File: src/rtl/master_port_defs.svh
`ifndef MASTER_PORT_DEFS_SVH
`define MASTER_PORT_DEFS_SVH

`define WORD_W 16
`define NARROW_W 8
`define DIV_SEL_W 2
`define DIV_CNT_W 4
`define DIV_ONE 4'h1
`define TX_DEPTH_DEF 8
`define RX_DEPTH_DEF 8
`define COUNT_W 8
`define SKID_DEPTH 2
`define SYNC_W 18
`define RESET_ONE 1'b1
`define RESET_ZERO 1'b0
`define WORD_ZERO 16'h0000
`define BYTE_MASK 16'h00ff
`define FULL_MASK 16'hffff

`endif

File: src/rtl/master_port_pkg.sv
package master_port_pkg;

  // Static configuration, expected to change only while the port is idle
  typedef struct packed {
    logic wide;
    logic master;
    logic media;
    logic clk_out;
    logic [1:0] div_sel;
  } port_cfg_t;

  typedef enum logic [1:0] {
    OP_IDLE,
    OP_WRITE,
    OP_MREAD
  } op_state_t;

  typedef struct packed {
    logic link;
    logic dir;
    logic [15:0] data;
  } pin_in_t;

endpackage

File: src/rtl/sync_bits.sv
`timescale 1ns/100ps
module sync_bits #(
  parameter int WIDTH = 1
) (
  input wire logic clk,
  input wire logic rst_b,
  input wire logic [WIDTH-1:0] async_i,
  output logic [WIDTH-1:0] sync_o
);
  logic [WIDTH-1:0] meta_q;
  logic [WIDTH-1:0] sync_q;

  always_ff @(posedge clk) begin
    if (!rst_b) begin
      meta_q <= '0;
      sync_q <= '0;
    end else begin
      meta_q <= async_i;
      sync_q <= meta_q;
    end
  end

  assign sync_o = sync_q;
endmodule // sync_bits

File: src/rtl/word_queue.sv
`timescale 1ns/100ps
module word_queue #(
  parameter int WIDTH = 16,
  parameter int DEPTH = 8,
  parameter int CW = $clog2(DEPTH + 1)
) (
  input wire logic clk,
  input wire logic rst_b,
  input wire logic in_valid,
  output logic in_ready,
  input wire logic [WIDTH-1:0] in_data,
  output logic out_valid,
  input wire logic out_ready,
  output logic [WIDTH-1:0] out_data,
  output logic [CW-1:0] count
);
  localparam int AW = (DEPTH > 1) ? $clog2(DEPTH) : 1;
  logic [WIDTH-1:0] mem_q [DEPTH];
  logic [AW-1:0] wr_q;
  logic [AW-1:0] rd_q;
  logic [CW-1:0] cnt_q;
  logic full_q;
  logic empty_q;
  wire push = in_valid && !full_q;
  wire pop = out_ready && !empty_q;
  wire [CW-1:0] cnt_d = cnt_q + CW'(push) - CW'(pop);
  wire [AW-1:0] wr_nx = (wr_q == AW'(DEPTH - 1)) ? '0 : wr_q + 1'b1;
  wire [AW-1:0] rd_nx = (rd_q == AW'(DEPTH - 1)) ? '0 : rd_q + 1'b1;

  always_ff @(posedge clk) begin
    if (!rst_b) begin
      wr_q <= '0;
      rd_q <= '0;
      cnt_q <= '0;
      full_q <= 1'b0;
      empty_q <= 1'b1;
    end else begin
      if (push) wr_q <= wr_nx;
      if (pop) rd_q <= rd_nx;
      cnt_q <= cnt_d;
      full_q <= (cnt_d == CW'(DEPTH));
      empty_q <= (cnt_d == '0);
    end
  end

  always_ff @(posedge clk) begin
    if (push) mem_q[wr_q] <= in_data;
  end

  assign in_ready = !full_q;
  assign out_valid = !empty_q;
  assign out_data = mem_q[rd_q];
  assign count = cnt_q;
endmodule // word_queue

File: src/rtl/master_port.sv
`include "master_port_defs.svh"
`timescale 1ns/100ps
module master_port #(
  parameter int TX_DEPTH = `TX_DEPTH_DEF,
  parameter int RX_DEPTH = `RX_DEPTH_DEF,
  parameter int RX_CW = $clog2(RX_DEPTH + 1),
  parameter int TX_CW = $clog2(TX_DEPTH + 1)
) (
  input wire logic clk,
  input wire logic rst_b,
  input wire master_port_pkg::port_cfg_t cfg,
  input wire logic [`COUNT_W-1:0] burst_count,
  input wire logic [RX_CW-1:0] rx_watermark,
  input wire logic write_start,
  input wire logic mread_start,
  output logic op_busy,
  output logic write_done,
  output logic overflow,
  input wire logic tx_valid,
  output logic tx_ready,
  input wire logic [`WORD_W-1:0] tx_data,
  output logic rx_valid,
  input wire logic rx_ready,
  output logic [`WORD_W-1:0] rx_data,
  input wire logic [`WORD_W-1:0] port_data_bus_in,
  output logic [`WORD_W-1:0] port_data_bus_out,
  output logic port_data_bus_oe,
  input wire logic link_clock_or_select_in,
  output logic link_clock_or_select_out,
  output logic link_clock_or_select_oe,
  input wire logic direction_line_in,
  output logic direction_line_out,
  output logic direction_line_oe,
  output logic read_strobe_out,
  output logic read_request_out,
  output logic receive_full_out,
  output logic wait_n
);
  master_port_pkg::pin_in_t pin_raw;
  master_port_pkg::pin_in_t pin_s;
  master_port_pkg::op_state_t op_q;
  master_port_pkg::op_state_t op_d;

  logic link_prev_q;
  logic [`DIV_CNT_W-1:0] div_cnt_q;
  logic link_out_q;
  logic [`WORD_W-1:0] data_out_q;
  logic data_oe_q;
  logic read_request_q;
  logic receive_full_q;
  logic wait_n_q;
  logic read_strobe_q;
  logic overflow_q;
  logic write_done_q;
  logic [`COUNT_W-1:0] words_q;
  logic busy_q;

  logic tx_q_valid;
  logic [`WORD_W-1:0] tx_q_data;
  logic [TX_CW-1:0] tx_count;
  logic rx_in_ready;
  logic [RX_CW-1:0] rx_count;
  logic rx_q_valid;
  logic [`WORD_W-1:0] rx_q_data;
  logic skid_in_ready;
  logic tx_in_ready;

  assign pin_raw.link = link_clock_or_select_in;
  assign pin_raw.dir = direction_line_in;
  assign pin_raw.data = port_data_bus_in;

  // All pin inputs cross two flops before any decode
  sync_bits #(
    .WIDTH(`SYNC_W)
  ) u_pin_sync (
    .clk(clk),
    .rst_b(rst_b),
    .async_i(pin_raw),
    .sync_o(pin_s)
  );

  // Mode decode
  wire port_on = cfg.media;
  wire drive_link = cfg.master || cfg.clk_out;
  wire ext_clk_mode = cfg.media && !cfg.master && !cfg.clk_out;
  wire [`WORD_W-1:0] width_mask = cfg.wide ? `FULL_MASK : `BYTE_MASK;

  // Divided link clock; half period is 1, 2, 4 or 8 system cycles
  wire [`DIV_CNT_W-1:0] half_m1 = (`DIV_ONE << cfg.div_sel) - `DIV_ONE;
  wire div_wrap = drive_link && (div_cnt_q == half_m1);
  wire own_rise = div_wrap && !link_out_q;

  // Link edge from the synchronised pin or from the own divider
  wire ext_rise = pin_s.link && !link_prev_q;
  wire link_edge = (port_on && drive_link && own_rise) || (ext_clk_mode && ext_rise);

  // Slave cycles: sampled direction high reads the transmit queue
  wire slave_edge = link_edge && !cfg.master;
  wire read_edge = slave_edge && pin_s.dir;
  wire write_edge = slave_edge && !pin_s.dir;
  wire mread_edge = link_edge && cfg.master && (op_q == master_port_pkg::OP_MREAD);
  wire capture = write_edge || mread_edge;
  wire tx_pop = read_edge && tx_q_valid;
  wire rx_push = capture && rx_in_ready;
  wire rx_drop = capture && !rx_in_ready;
  wire burst_word = capture && (op_q != master_port_pkg::OP_IDLE);
  wire burst_last = burst_word && (words_q == burst_count);

  wire [TX_CW-1:0] tx_count_nx = tx_count - TX_CW'(tx_pop);
  wire stall = port_on && !cfg.master
    && (pin_s.dir ? !tx_q_valid : !rx_in_ready);

  word_queue #(
    .WIDTH(`WORD_W),
    .DEPTH(TX_DEPTH)
  ) u_tx_queue (
    .clk(clk),
    .rst_b(rst_b),
    .in_valid(tx_valid),
    .in_ready(tx_in_ready),
    .in_data(tx_data),
    .out_valid(tx_q_valid),
    .out_ready(tx_pop),
    .out_data(tx_q_data),
    .count(tx_count)
  );

  // Words are accepted any time; a full queue drops them
  word_queue #(
    .WIDTH(`WORD_W),
    .DEPTH(RX_DEPTH)
  ) u_rx_queue (
    .clk(clk),
    .rst_b(rst_b),
    .in_valid(rx_push),
    .in_ready(rx_in_ready),
    .in_data(pin_s.data & width_mask),
    .out_valid(rx_q_valid),
    .out_ready(skid_in_ready),
    .out_data(rx_q_data),
    .count(rx_count)
  );

  // Two-entry buffer lets the reader stall without losing a word
  word_queue #(
    .WIDTH(`WORD_W),
    .DEPTH(`SKID_DEPTH)
  ) u_rx_skid (
    .clk(clk),
    .rst_b(rst_b),
    .in_valid(rx_q_valid),
    .in_ready(skid_in_ready),
    .in_data(rx_q_data),
    .out_valid(rx_valid),
    .out_ready(rx_ready),
    .out_data(rx_data),
    .count()
  );

  // Operation sequencing
  always_comb begin
    op_d = op_q;
    case (op_q)
      master_port_pkg::OP_IDLE: begin
        if (mread_start && cfg.master) begin
          op_d = master_port_pkg::OP_MREAD;
        end else if (write_start && !cfg.master) begin
          op_d = master_port_pkg::OP_WRITE;
        end
      end
      master_port_pkg::OP_WRITE,
      master_port_pkg::OP_MREAD: begin
        if (burst_last) begin
          op_d = master_port_pkg::OP_IDLE;
        end
      end
      default: begin
        op_d = master_port_pkg::OP_IDLE;
      end
    endcase
  end

  always_ff @(posedge clk) begin
    if (!rst_b) begin
      op_q <= master_port_pkg::OP_IDLE;
      words_q <= '0;
      write_done_q <= `RESET_ZERO;
    end else begin
      op_q <= op_d;
      write_done_q <= burst_last;
      if (op_q == master_port_pkg::OP_IDLE || burst_last) begin
        words_q <= '0;
      end else if (burst_word) begin
        words_q <= words_q + 1'b1;
      end
    end
  end

  // Link clock divider and edge memory
  always_ff @(posedge clk) begin
    if (!rst_b) begin
      div_cnt_q <= '0;
      link_out_q <= `RESET_ZERO;
      link_prev_q <= `RESET_ZERO;
    end else begin
      link_prev_q <= pin_s.link;
      if (!drive_link || div_wrap) begin
        div_cnt_q <= '0;
      end else begin
        div_cnt_q <= div_cnt_q + 1'b1;
      end
      if (div_wrap) begin
        link_out_q <= !link_out_q;
      end else if (!drive_link) begin
        link_out_q <= `RESET_ZERO;
      end
    end
  end

  // Drivers on at a read edge; off once direction reads low, so an external write meets no driver
  always_ff @(posedge clk) begin
    if (!rst_b) begin
      data_out_q <= `WORD_ZERO;
      data_oe_q <= `RESET_ZERO;
    end else begin
      if (tx_pop) begin
        data_out_q <= tx_q_data & width_mask;
        data_oe_q <= `RESET_ONE;
      end else if (capture || !port_on || cfg.master || !pin_s.dir) begin
        data_oe_q <= `RESET_ZERO;
      end
    end
  end

  // Status pins; the request falls the cycle after the last pop
  always_ff @(posedge clk) begin
    if (!rst_b) begin
      read_request_q <= `RESET_ZERO;
      receive_full_q <= `RESET_ZERO;
      wait_n_q <= `RESET_ONE;
      read_strobe_q <= `RESET_ONE;
      overflow_q <= `RESET_ZERO;
      busy_q <= `RESET_ZERO;
    end else begin
      read_request_q <= port_on && (tx_count_nx != '0);
      receive_full_q <= (rx_count >= rx_watermark);
      wait_n_q <= !stall;
      read_strobe_q <= !(cfg.master && op_q == master_port_pkg::OP_MREAD);
      overflow_q <= rx_drop;
      busy_q <= (op_d != master_port_pkg::OP_IDLE);
    end
  end

  // Direction is ours only in master mode, and then it means read
  assign direction_line_out = `RESET_ZERO;
  assign direction_line_oe = cfg.master;
  assign link_clock_or_select_out = link_out_q;
  assign link_clock_or_select_oe = drive_link;
  assign port_data_bus_out = data_out_q;
  assign port_data_bus_oe = data_oe_q;
  assign read_request_out = read_request_q;
  assign receive_full_out = receive_full_q;
  assign wait_n = wait_n_q;
  assign read_strobe_out = read_strobe_q;
  assign overflow = overflow_q;
  assign write_done = write_done_q;
  assign op_busy = busy_q;
  assign tx_ready = tx_in_ready;
endmodule // master_port

File: config.mk
export PLATFORM = sky130hd
export DESIGN_NAME = master_port
export DESIGN_NICKNAME = d
export VERILOG_FILES = /design/src/rtl/master_port_pkg.sv /design/src/rtl/sync_bits.sv /design/src/rtl/word_queue.sv /design/src/rtl/master_port.sv
export VERILOG_INCLUDE_DIRS = /design/src /design/src/rtl
export SDC_FILE = /design/constraint.sdc
export NUM_CORES = 1
export LEC_CHECK = 0
export BUFFER_PORTS_ARGS = -buffer_cell sky130_fd_sc_hd__buf_2
export CAP_MARGIN = 0
export CORE_AREA = 2 2 231 233
export DETAILED_ROUTE_END_ITERATION = 8
export DIE_AREA = 0 0 233 235
export PLACE_DENSITY_LB_ADDON = 0.12
export SLEW_MARGIN = 20
export SYNTH_ARGS = -nofsm -noshare
export SYNTH_HDL_FRONTEND = slang
export SYNTH_SLANG_ARGS = --single-unit
File: constraint.sdc
create_clock -name clk -period 7.3 [get_ports clk]
set_clock_uncertainty 0.05 [all_clocks]
set_input_delay 0.73 -clock clk [delete_from_list [all_inputs] [get_ports clk]]
set_output_delay 0.73 -clock clk [all_outputs]
set_load 0.1 [all_outputs]
==> run metrics <==
outcome=complete, no violations; hold_sp=port_data_bus_in[3]; Synth Instances=slightly above 900; gr usage total=12.3%; Port Buf Inserts=a little over 100; Worst setup SP type=register; initial antenna violation count=2; Worst Path Required=7730 ps; hold endpoint=u_pin_sync.meta_q[3]; post-DR wirelength/cell=18.6 um; post-route ant nets=0; Reg2Reg Depth=14; synthesized area=15,500 um2; crit-path max FO=27; Post-synth ARST share=0%; Vias=~7,800; Vias per Instance=4.42; CTS H-tree lvls=2; largest stage delay on the critical path=490 ps; Pre-antenna DRT Iters=4; actual slew at the worst max-slew pin=1030 ps; Crit Path Class=register to register; maximum vdd drop=0.142 mV; RSZ-0062 raised after global routing=no; Critical R2R Capture=u_tx_queue.empty_q; Root Driver=clkbuf_16; placed inst area=16,900 um2; final non-filler cell area=18,300 um2; clk slew on worst S/H paths=around 60 ps; Distinct cells, synth=57; core area=52,200 um2; Setup crit end kind=register; Initial DRC Count=458; pin count of the biggest net entering global routing=94; Layout area overhead=18.4%; ys flop type=edfxtp_1; vias in the first global route=8,236; Rel. slew slack=31.4%; Synth warnings=0; die area=around 55,000 um2; worst skew pair latency=around 560 ps; DRC viols=0; Hold Path Class=primary input to register; CTS sink count=401; Achievable Freq=0.252 GHz; gpl congestion=a little over 0.7; number of placed I/O pins=104; CP max-delay cell=or3b_2; Seq pwr share=around 44%; Lkg Pwr=6.44 nW; register bit total from synthesis=approximately 400; FP Rows=84; CTS tree=done; fin crit share=54.4%; Hold Path Depth=2; WL final=32.9 mm; area leader, netlist=edfxtp_1; Hold Fails Final Rpt=0; min Tclk post-route=3970 ps; nets=1,128; PwrDens=approximately 340 nW/um2; post-CTS setup buffers=0; post-cts sizing count=0; first-pass GRT wire length=50.7 mm; Synth Net Count=998; Post-synth top cells=288 x edfxtp_1, 113 x dfxtp_1, 64 x mux4_2; Initial Utilization=29.6%; Synth top area share=a little under three fifths; Post-synth EDFFs=about 290; cts hold-fix bufs=0; setup TNS=0 ps; combinational share of power=between 20% and 30%; Worst Path Arrival=4400 ps; Critical Path, Cell by Cell=and4bb_2 > o31ai_4 > a2111oi_4 > o21ai_2 > buf_4 > inv_2 > ha_1 > inv_1 > ha_1 > inv_1 > fa_1 > xor2_1 > or3b_2 > o21ai_0; Psw=1.89 mW; switching share of power=~30%; layout cells sized above 1=a little under a third; Die H=about 240 um; most frequent cell after synthesis=edfxtp_1; Mean Syn Cell Area=17.0 um2; internal power=about 4.4 mW; Clock Power Share=34.8%; setup violators final=0; Pins Over Slew Limit=0; internal reg-to-reg setup slack=3330 ps; Die Width=233 um; Fillers=4,969; max cap viols=0; grt total ovfl=0; Num CTS Buffers=45; main area contributors after synthesis=edfxtp_1 56%, dfxtp_1 15%, mux4_2 9.3%; Clock Path Buffers=3; Seq/Total Area, Yosys=between 70% and 80%; placed wire-length estimate=19.1 mm; Worst R2R Start=div_cnt_q[1]
-- power by group through the flow --
stage                     clock (mW)  sequential (mW)  combinational (mW)
after floorplan                    0             2.80                1.07
after global placement             0             2.79                1.38
after detailed placement           0             2.80                1.38
after CTS                       2.27             2.75                1.39
after global routing            2.36             2.77                1.47
final                           2.18             2.74                1.35
-- placed cells by master, fill, tap and decap left out, types with 6 or more instances in the layout --
| cell type | synthesis | final |
|---|---|---|
| edfxtp_1 | 288 | 288 |
| dfxtp_1 | 113 | 109 |
| buf_2 | 8 | 101 |
| mux4_2 | 64 | 64 |
| and2_1 | 57 | 57 |
| nand2_1 | 47 | 47 |
| clkbuf_16 | 0 | 45 |
| mux2_2 | 41 | 41 |
| inv_1 | 30 | 30 |
| ha_1 | 29 | 29 |
| nor2_1 | 27 | 27 |
| buf_4 | 3 | 22 |
| xor2_1 | 20 | 20 |
| clkbuf_1 | 24 | 17 |
| nand3_1 | 14 | 14 |
| a21boi_0 | 12 | 12 |
| o21ai_0 | 10 | 10 |
| mux2i_1 | 9 | 9 |
| xnor2_1 | 9 | 9 |
| clkinv_2 | 0 | 9 |
| nor2b_1 | 8 | 8 |
| o211a_1 | 8 | 8 |
| a21oi_1 | 8 | 8 |
| nor3_2 | 0 | 6 |
-- worst max-delay path by stage --
stage / startpoint / endpoint / slack [ps] / cells after the start
after floorplan: cfg[4] / u_rx_queue.mem_q[1][0] / 2860 / 6
after global placement: cfg[1] / u_tx_queue.empty_q / 2890 / 15
after detailed placement: cfg[1] / u_tx_queue.empty_q / 2860 / 15
after CTS: div_cnt_q[1] / u_tx_queue.empty_q / 3270 / 14
after global routing: div_cnt_q[1] / u_tx_queue.empty_q / 3110 / 14
final: div_cnt_q[1] / u_tx_queue.empty_q / 3330 / 14
-- per-stage QoR --
stage | cells | power, mW | setup WS, ps | hold slack [ps] | util [%]
after global placement | 1680 | 4.18 | 2890 | 375 | 32.3
after CTS | 1763 | 6.41 | 3270 | 283 | 35.0
after floorplan | 909 | 3.87 | 2860 | 362 | -
final | 1766 | 6.28 | 3330 | 325 | 35.0
after global routing | 1763 | 6.60 | 3110 | 307 | 35.0
after detailed placement | 1680 | 4.18 | 2860 | 372 | 32.3
-- sequential cells by signal (all words and copies together) (netlist names), 2 cells and up, named ones only --
register           count
u_rx_queue.mem_q     128
u_tx_queue.mem_q     128
u_rx_skid.mem_q       32
u_pin_sync.meta_q     18
u_pin_sync.sync_o     18
port_data_bus_out     16
words_q                8
div_cnt_q              4
u_rx_queue.count       4
u_tx_queue.count       4
u_rx_queue.rd_q        3
u_rx_queue.wr_q        3
u_tx_queue.rd_q        3
u_tx_queue.wr_q        3
op_q                   2
u_rx_skid.count        2
-- cell families after synthesis --
group	count (synthesis)	synth area share, %
xor+xnor	29	1.64
compound gates	65	3.50
flops	401	70.6
simple gates	197	6.90
fa+ha+maj	31	2.61
buf+inv	71	1.86
mux	114	12.9
other cells	1	0.0243
-- cell type report --
type | count | area [um2] | area share, %
Clock inverter | 16 | 160 | 0.875
Clock buffer | 67 | 1240 | 6.80
Timing Repair Buffer | 123 | 671 | 3.66
Tap cell | 688 | 861 | 4.70
Sequential cell | 401 | 10900 | 59.6
Multi-Input combinational cell | 437 | 4330 | 23.6
Antenna cell | 3 | 7.51 | 0.0410
Inverter | 31 | 116 | 0.636
-- per-layer routing --
layer | up-vias | part of all wire [%] | GRT usage [%]
met5 | - | 0.040 | 0
met4 | 2 | 2.3 | 4.17
met3 | 49 | 4.3 | 2.56
met2 | 123 | 49 | 20.5
met1 | 3926 | 44 | 15.9
li1 | 3700 | - | -
-- critical path, delay by kind of cell, from the launching register on --
family                     cells  cell delay (ps)
xor gates and xnor gates       1              180
adders and majority gates      3              870
buffers and inverters          4              690
and+or+nand+nor                2              790
DFF                            1              470
AOI/OAI and AO/OA              4              810
(Power assumes the default switching activity.)
